<file path="src/rtl/spare_dir_pkg.sv">
// package: constants and types for the spare channel direction control
package spare_dir_pkg;

  localparam int unsigned CLK_PERIOD_NS  = 40;
  // guard time between releasing one end's drivers and enabling the other's
  localparam int unsigned TURN_GUARD_NS  = 120;
  localparam int unsigned TURN_GUARD_CYC =
    ((TURN_GUARD_NS + CLK_PERIOD_NS - 1) / CLK_PERIOD_NS) < 1 ? 1 :
    ((TURN_GUARD_NS + CLK_PERIOD_NS - 1) / CLK_PERIOD_NS);
  localparam int unsigned GUARD_W        = 4;
  localparam logic [GUARD_W-1:0] GUARD_LAST = GUARD_W'(TURN_GUARD_CYC - 1);
  localparam logic [GUARD_W-1:0] GUARD_ZERO = 4'h0;
  localparam logic [GUARD_W-1:0] GUARD_STEP = 4'h1;
  // absent cable and missing strap read as low until synchronised
  localparam logic STRAP_RESET   = 1'b0;

  // line levels
  localparam logic LINE_IDLE     = 1'b1;
  localparam logic CTL_FORWARD   = 1'b1;
  localparam logic CTL_REVERSE   = 1'b0;
  localparam logic OE_N_RELEASED = 1'b1;
  localparam logic OE_N_DRIVING  = 1'b0;

  typedef struct packed {
    logic one;
    logic two;
  } spare_pair_t;

  localparam spare_pair_t PAIR_IDLE     = '{one: 1'b1, two: 1'b1};
  localparam spare_pair_t PAIR_RELEASED = '{one: 1'b1, two: 1'b1};
  localparam spare_pair_t PAIR_DRIVING  = '{one: 1'b0, two: 1'b0};

  typedef enum logic [1:0] {
    ST_FORWARD,
    ST_TURN_ON,
    ST_REVERSED,
    ST_TURN_OFF
  } dir_state_t;

endpackage

</file>
<file path="src/rtl/spare_channel_direction_ctrl.sv">
// spare channel direction control at the input module end of the data cable
`timescale 1ns/1ps
`default_nettype none

module spare_sync3 #(
  parameter logic RESET_VALUE = 1'b1
) (
  input  wire logic i_ref_clk,
  input  wire logic i_rstn,
  input  wire logic i_async,
  output var  logic o_level
);
  logic s1;
  logic s2;
  logic s3;
  logic level;
  logic next_level;

  // a change counts once the second and third stages agree
  always_comb begin
    next_level = level;
    if (s2 == s3) begin
      next_level = s3;
    end
  end

  always_ff @(posedge i_ref_clk or negedge i_rstn) begin
    if (!i_rstn) begin
      s1    <= RESET_VALUE;
      s2    <= RESET_VALUE;
      s3    <= RESET_VALUE;
      level <= RESET_VALUE;
    end else begin
      s1    <= i_async;
      s2    <= s1;
      s3    <= s2;
      level <= next_level;
    end
  end

  assign o_level = level;
endmodule

module spare_channel_direction_ctrl (
  input  wire logic                      i_ref_clk,
  input  wire logic                      i_rstn,
  input  wire logic                      i_input_side_direction_ctl,
  input  wire logic                      i_cable_present,
  input  wire logic                      i_transceivers_fitted,
  input  wire spare_dir_pkg::spare_pair_t i_spare_in,
  input  wire logic                      i_test_generator_control,
  input  wire logic                      i_observe_time_second_tick,
  output var  spare_dir_pkg::spare_pair_t o_spare_out,
  output var  spare_dir_pkg::spare_pair_t o_spare_oe_n,
  output var  spare_dir_pkg::spare_pair_t o_spare_rx,
  output var  logic                      o_reversed
);

  logic                              ctl_level;
  logic                              present_level;
  logic                              fitted_level;
  logic                              rx_one_level;
  logic                              rx_two_level;
  spare_dir_pkg::dir_state_t         state;
  spare_dir_pkg::dir_state_t         next_state;
  logic [spare_dir_pkg::GUARD_W-1:0] guard;
  logic [spare_dir_pkg::GUARD_W-1:0] next_guard;
  logic                              want_reverse;
  logic                              cmd_reverse;
  logic                              both_fitted;
  logic                              link_up;
  spare_dir_pkg::spare_pair_t        next_spare_out;
  spare_dir_pkg::spare_pair_t        next_spare_oe_n;
  spare_dir_pkg::spare_pair_t        next_spare_rx;
  logic                              next_reversed;

  // control level idles high when the line floats
  spare_sync3 #(.RESET_VALUE(spare_dir_pkg::CTL_FORWARD)) u_ctl_sync (
    .i_ref_clk (i_ref_clk),
    .i_rstn    (i_rstn),
    .i_async   (i_input_side_direction_ctl),
    .o_level   (ctl_level)
  );

  // cable presence
  spare_sync3 #(.RESET_VALUE(spare_dir_pkg::STRAP_RESET)) u_present_sync (
    .i_ref_clk (i_ref_clk),
    .i_rstn    (i_rstn),
    .i_async   (i_cable_present),
    .o_level   (present_level)
  );

  // transceiver strap
  spare_sync3 #(.RESET_VALUE(spare_dir_pkg::STRAP_RESET)) u_fitted_sync (
    .i_ref_clk (i_ref_clk),
    .i_rstn    (i_rstn),
    .i_async   (i_transceivers_fitted),
    .o_level   (fitted_level)
  );

  // received spare one, fail-safe high
  spare_sync3 #(.RESET_VALUE(spare_dir_pkg::LINE_IDLE)) u_rx_one_sync (
    .i_ref_clk (i_ref_clk),
    .i_rstn    (i_rstn),
    .i_async   (i_spare_in.one),
    .o_level   (rx_one_level)
  );

  // received spare two, fail-safe high
  spare_sync3 #(.RESET_VALUE(spare_dir_pkg::LINE_IDLE)) u_rx_two_sync (
    .i_ref_clk (i_ref_clk),
    .i_rstn    (i_rstn),
    .i_async   (i_spare_in.two),
    .o_level   (rx_two_level)
  );

  // command low means reverse permitted
  assign cmd_reverse  = (ctl_level == spare_dir_pkg::CTL_REVERSE);
  assign both_fitted  = fitted_level;
  assign link_up      = present_level;
  // reverse only when commanded low, both ends fitted and cable attached
  assign want_reverse = cmd_reverse && both_fitted && link_up;

  // turnaround state machine
  always_comb begin
    next_state = state;
    next_guard = guard;
    case (state)
      spare_dir_pkg::ST_FORWARD: begin
        if (want_reverse) begin
          next_state = spare_dir_pkg::ST_TURN_ON;
          next_guard = spare_dir_pkg::GUARD_LAST;
        end
      end
      spare_dir_pkg::ST_TURN_ON: begin
        // far end releases its drivers during the guard
        if (!want_reverse) begin
          next_state = spare_dir_pkg::ST_FORWARD;
        end else if (guard == spare_dir_pkg::GUARD_ZERO) begin
          next_state = spare_dir_pkg::ST_REVERSED;
        end else begin
          next_guard = guard - spare_dir_pkg::GUARD_STEP;
        end
      end
      spare_dir_pkg::ST_REVERSED: begin
        if (!want_reverse) begin
          next_state = spare_dir_pkg::ST_TURN_OFF;
          next_guard = spare_dir_pkg::GUARD_LAST;
        end
      end
      spare_dir_pkg::ST_TURN_OFF: begin
        // drivers already off; receive after the guard
        if (guard == spare_dir_pkg::GUARD_ZERO) begin
          next_state = spare_dir_pkg::ST_FORWARD;
        end else begin
          next_guard = guard - spare_dir_pkg::GUARD_STEP;
        end
      end
      default: begin
        next_state = spare_dir_pkg::ST_FORWARD;
        next_guard = spare_dir_pkg::GUARD_ZERO;
      end
    endcase
  end

  // spare drive and receive selection
  always_comb begin
    next_reversed   = (next_state == spare_dir_pkg::ST_REVERSED);
    next_spare_oe_n = spare_dir_pkg::PAIR_RELEASED;
    next_spare_out  = spare_dir_pkg::PAIR_IDLE;
    next_spare_rx   = spare_dir_pkg::PAIR_IDLE;
    if (next_reversed) begin
      next_spare_oe_n    = spare_dir_pkg::PAIR_DRIVING;
      // this input-side end puts its substitute clock and tick on this path
      next_spare_out.one = i_test_generator_control;
      next_spare_out.two = i_observe_time_second_tick;
    end else if (next_state == spare_dir_pkg::ST_FORWARD && present_level) begin
      next_spare_rx.one = rx_one_level;
      next_spare_rx.two = rx_two_level;
    end
  end

  // state, guard and registered outputs
  always_ff @(posedge i_ref_clk or negedge i_rstn) begin
    if (!i_rstn) begin
      state        <= spare_dir_pkg::ST_FORWARD;
      guard        <= spare_dir_pkg::GUARD_ZERO;
      o_spare_out  <= spare_dir_pkg::PAIR_IDLE;
      o_spare_oe_n <= spare_dir_pkg::PAIR_RELEASED;
      o_spare_rx   <= spare_dir_pkg::PAIR_IDLE;
      o_reversed   <= 1'b0;
    end else begin
      state        <= next_state;
      guard        <= next_guard;
      o_spare_out  <= next_spare_out;
      o_spare_oe_n <= next_spare_oe_n;
      o_spare_rx   <= next_spare_rx;
      o_reversed   <= next_reversed;
    end
  end

endmodule

`default_nettype wire

</file>
<file path="config.mk">
export PLATFORM = sky130hd
export DESIGN_NAME = spare_channel_direction_ctrl
export DESIGN_NICKNAME = d
export VERILOG_FILES = /design/src/rtl/spare_dir_pkg.sv /design/src/rtl/spare_channel_direction_ctrl.sv
export SDC_FILE = /design/constraint.sdc
export NUM_CORES = 1
export LEC_CHECK = 0
export BUFFER_PORTS_ARGS = -buffer_cell sky130_fd_sc_hd__buf_2
export CORE_MARGIN = 2
export CORE_UTILIZATION = 45
export DETAILED_ROUTE_END_ITERATION = 8
export SETUP_SLACK_MARGIN = 0.15
export SLEW_MARGIN = 0
export SYNTH_ARGS = -nofsm -noshare
export SYNTH_HDL_FRONTEND = slang
export SYNTH_SLANG_ARGS = --single-unit
</file>
<file path="constraint.sdc">
create_clock -name i_ref_clk -period 1.6 [get_ports i_ref_clk]
set_input_delay 0.16 -clock i_ref_clk [delete_from_list [all_inputs] [get_ports i_ref_clk]]
set_output_delay 0.16 -clock i_ref_clk [all_outputs]
set_load 0.05 [all_outputs]
</file>
# After elaboration in Yosys (flattened, before gate mapping)
# Cells that the tools add are included.
[classes]
n_addsub = 1
eq_ne = 12
muxes = 15
n_bitwise = 1
reduce_logical = 7
[ops]
columns = ["operator", "count"]
rows = [
  ["two-way mux 2 bit", 9],
  ["two-way mux 4 bit", 4],
  ["one-hot mux 4 bit (4 select lines)", 1],
  ["one-hot mux 2 bit (4 select lines)", 1],
  ["equality test 2 bit, second input constant", 3],
  ["!= test 2 bit, second input constant", 3],
  ["equality test 1 bit", 5],
  ["logical NOT 2 bit", 2],
  ["logical NOT 4 bit", 1],
  ["subtractor 4 x 1 -> 4 bit, second input constant", 1],
  ["logical AND 1 bit", 3],
  ["AND reduction 3 bit", 1],
  ["equality test 2 x 1 -> 1 bit, second input constant", 1],
  ["inverter 1 bit", 1],
]
[totals]
register_bits = 33
in_bits = 9
out_inout_bits = 7

# Logic depth before layout (Yosys ltp)
[logic_depth]
depth_word = 9
mapped_depth = 6

# Hierarchy
# From an unflattened synthesis, not the netlist that was laid out.
[hier_totals]
cells_unflattened = 84
area_unflattened_um2 = 1212.4
[modules_own_cells]
columns = ["module", "instances", "cells_each", "area_each_um2"]
rows = [
  ["spare_channel_direction_ctrl", 1, 59, 640.6],
  ["spare_sync3 at u_ctl_sync ...", 3, 5, 116.4],
  ["spare_sync3 at u_fitted_sync ...", 2, 5, 111.4],
]

# Least setup slack after synthesis
# No wires, ideal clock.
[synth_path]
kind = "reg2reg"
start = "register guard[1] (netlist name)"
end = "register guard[1] (netlist name)"
setup_ps = 94
arrival_ps = 1353
setup_slack_ps = 153
stages_incl_launch_ff = 7
n_path_buf = 1
synth_period_minus_slack_ps = 1447
cell_sequence = "dfrtp_1 inv_1 ha_1 nand4bb_1 buf_6 a32o_1 a221oi_2"
[synth_between]
elab_chain_len = 4
elab_cells_between_ends = 5
classes_between = "add/sub: 1; mux: 3; reduce/logical: 1"
[synth_lines]
columns = ["element", "line", "source"]
rows = [
  ["start, declared", "spare_channel_direction_ctrl.sv:66", "logic [spare_dir_pkg::GUARD_W-1:0] guard;"],
  ["start signal, assigned", "spare_channel_direction_ctrl.sv:187", "guard <= spare_dir_pkg::GUARD_ZERO;"],
  ["start signal, assigned", "spare_channel_direction_ctrl.sv:194", "guard <= next_guard;"],
  ["subtractor 4 x 1 -> 4 bit or logical NOT 4 bit (tied branches)", "n/a", ""],
  ["two-way mux 4 bit *", "spare_channel_direction_ctrl.sv:139, spare_channel_direction_ctrl.sv:153", ""],
  ["two-way mux 4 bit", "spare_channel_direction_ctrl.sv:137", "if (!want_reverse) begin"],
  ["one-hot mux 4 bit (4 select lines) *", "spare_channel_direction_ctrl.sv:128", "case (state)"],
]
# Every way passes the cells marked *; elsewhere a longest branch is shown, timed or not. The select of a mux whose other input is x is not followed.
# A chain may end at the register's enable or synchronous reset.

# Worst setup path in the final report
# Ends and elaborated chain as after synthesis.

==> summary.txt <==
Hold Path Class -> in2reg
Chip Height -> 56.02 µm
ys async rst share -> 1.000
die area -> 3138 µm²
Setup TNS Final -> 0 ns
Final Max Slew Viols -> 0
# rows -> 18
DP HPWL -> 1217 µm
first-pass GRT wire length -> 3332 µm
TritonCTS clock tree -> done
Mean Syn Cell Area -> 14.32 µm²
delay-heaviest family, CP -> compound AO/OA/AOI/OAI gates
Routed Antenna Nets -> 0
GRT overflow -> 0
Mapped Cells -> 85
Seq. cell area -> 822.0 µm²
crit path time final -> 1.386 ns
CP Cell Sequence -> inv_2 -> ha_4 -> nand4bb_4 -> a32o_1 -> a221oi_2
max_slew headroom -> 0.5533
TritonCTS Sinks -> 32
Post-layout nets -> 127
wire per inst -> 13.16 µm
Synthesized Nets -> 95
Ant. Diodes -> 0
Residual DRC -> 0
YS warnings -> 0
type of origin of the critical path -> flip-flop
routability cong. -> 0.7325
core area -> 2522 µm²
WP data required -> 1.84 ns
Setup violations, final -> 0
drt pass-1 iters -> 4
Pleak -> 0.6491 nW
layout cell share with drive strength beyond 1 -> 0.4746
Max VDD drop -> 0.0007743 V
Initial Util -> 0.4826
Yosys reg bits -> 32
Detailed Route Iter0 Violations -> 7
Final Routed Wirelength -> 1948 µm
Vias -> 760
clock slew at reported path FFs -> 0.10 ns
Post-Syn Area -> 1217 µm²
count of final hold-check violations -> 0
WP buf/inv -> 1
RSZ-0062 raised after global routing -> yes
CTS Buffer Depth -> 2
Post-synth top flop -> dfstp_2
IO Pins -> 16
worst-skew pair later-pin latency -> 0.32 ns
CP max stage cell -> dfrtp_1
fin util -> 0.6121
vias in the first global route -> 774
clk_skew -> 0.007439 ns
multi-input gate area in the final layout -> 376.6 µm²
Max Clock Freq -> 0.7215 GHz
PortBufs -> 15
cts bufs inserted -> 5
crit path max fanout -> 7
Critical Path AT -> 1.62 ns
Max Cap Viol -> 0
Die X -> 56.02 µm
Slew @ Worst Pin -> 0.6700 ns
run status -> completed
Total Routing Usage GR -> 0.1417
initial antenna violation count -> 0
Setup CP Type -> reg2reg
crit end category -> flip-flop
sequential area share after synthesis -> 0.6752
Post-synth EDFFs -> 0
largest net degree at the start of global routing -> 33
CTS H-tree lvls -> 2
# fillers -> 209
root buf cell -> clkbuf_4
fin crit share -> 0.8663
Vias/cell -> 5.135
total power per unit cell area -> 1326 nW/µm²
slowest stage delay, CP -> 0.40 ns
Layout area overhead -> 26.82%
Netlist cell types -> 36
-- cells in the final DEF, fill, tap and decap left out, types with 2 or more instances in the layout --
cell type	count
clkbuf_8	2
dfstp_2	17
dfrtp_1	15
buf_2	15
dlygate4sd3_1	6
nand2_1	2
o211ai_1	2
nand2b_1	3
nor2b_1	5
nand3b_1	3
inv_1	2
clkbuf_4	5
buf_4	9
inv_2	2
maj3_1	5
-- final timing paths --
kind                                     startpoint  slack, ns                 to  cells after the start
min                        i_test_generator_control       0.03     o_spare_out[1]                      2
max                                        guard[1]       0.21           guard[1]                      5
max reg2reg                                guard[1]       0.21           guard[1]                      5
max in group asynchronous                    i_rstn       0.76  u_present_sync.s1                      2
min in group asynchronous                    i_rstn       0.40           guard[3]                      2
min reg2reg                       u_present_sync.s1       0.36  u_present_sync.s2                      0
-- cell usage after synthesis (2+ instances only) --
library cell  instances  area share
nand3b_1              3       0.018
inv_1                 4       0.012
maj3_1                5       0.041
dfstp_2              17        0.37
dfrtp_1              15        0.31
nor2b_1               5       0.026
o211ai_1              2       0.012
buf_2                 3       0.012
nand2b_1              3       0.015
nand2_1               2      0.0062
-- repair_timing --
| item | CTS | global route |
|---|---|---|
| hold buffers | 6 | 0 |
| endpoints found under the setup margin | 8 | 9 |
| pin swaps | 0 | 1 |
| buffers inserted | 2 | 1 |
| resized for setup | 3 | 4 |
| endpoints found under the hold margin | 20 | 0 |
-- report_power, final --
group	internal, W	leakage [nW]	switching (W)
clock network	0.000352	0.0497	0.000259
logic	0.000212	0.236	0.000232
registers	0.000913	0.363	0.0000794
total	0.00148	0.649	0.000571
-- metal layers --
metal / track usage / vias up / part of all wire
met2: 0.2420 / 20 / 0.49
met1: 0.1459 / 370 / 0.44
met3: 0.04884 / 6 / 0.041
met4: 0.09184 / 0 / 0.024
li1: - / 364 / -
met5: 0 / - / 0
-- cells by family (layout without fill, tap and decap cells) --
family	Yosys count	after routing	synth area share
multiplexers	2	2	0.01747
flip-flops	32	32	0.6752
AND/OR/NAND/NOR	22	22	0.1223
buffers and inverters	9	42	0.04008
AO/OA/AOI/OAI	14	14	0.09352
adder cells (fa/ha/maj)	6	6	0.05139
-- state kept, by name, indices dropped and copies added (netlist names), 2 cells and up --
register,flops
guard,4
o_spare_out,2
o_spare_rx,2
state,2
-- metrics by stage --
| stage | hold slack [ns] | area [µm²] | power [W] | std cells | worst slack (ns) |
|---|---|---|---|---|---|
| global placement | 0.2346 | 1341 | 0.001374 | 131 | 0.08247 |
| floorplan | -0.1356 | 1217 | 0.001261 | 85 | 0.1534 |
| CTS | 0.009693 | 1526 | 0.002056 | 147 | 0.1385 |
| global route | 0.01298 | 1544 | 0.002164 | 148 | 0.1410 |
| finish | 0.02622 | 1544 | 0.002048 | 148 | 0.2139 |
| detailed placement | 0.2429 | 1341 | 0.001384 | 131 | 0.04594 |
-- area by class of cell --
| class | count | area share |
|---|---|---|
| Clock buffer | 8 | 0.05835 |
| Inverter | 4 | 0.009724 |
| Multi-Input combinational cell | 44 | 0.2439 |
| Sequential cell | 32 | 0.5324 |
| Tap cell | 30 | 0.02431 |
| Timing Repair Buffer | 30 | 0.1313 |
No activity file was read; power rests on OpenSTA's default activity.
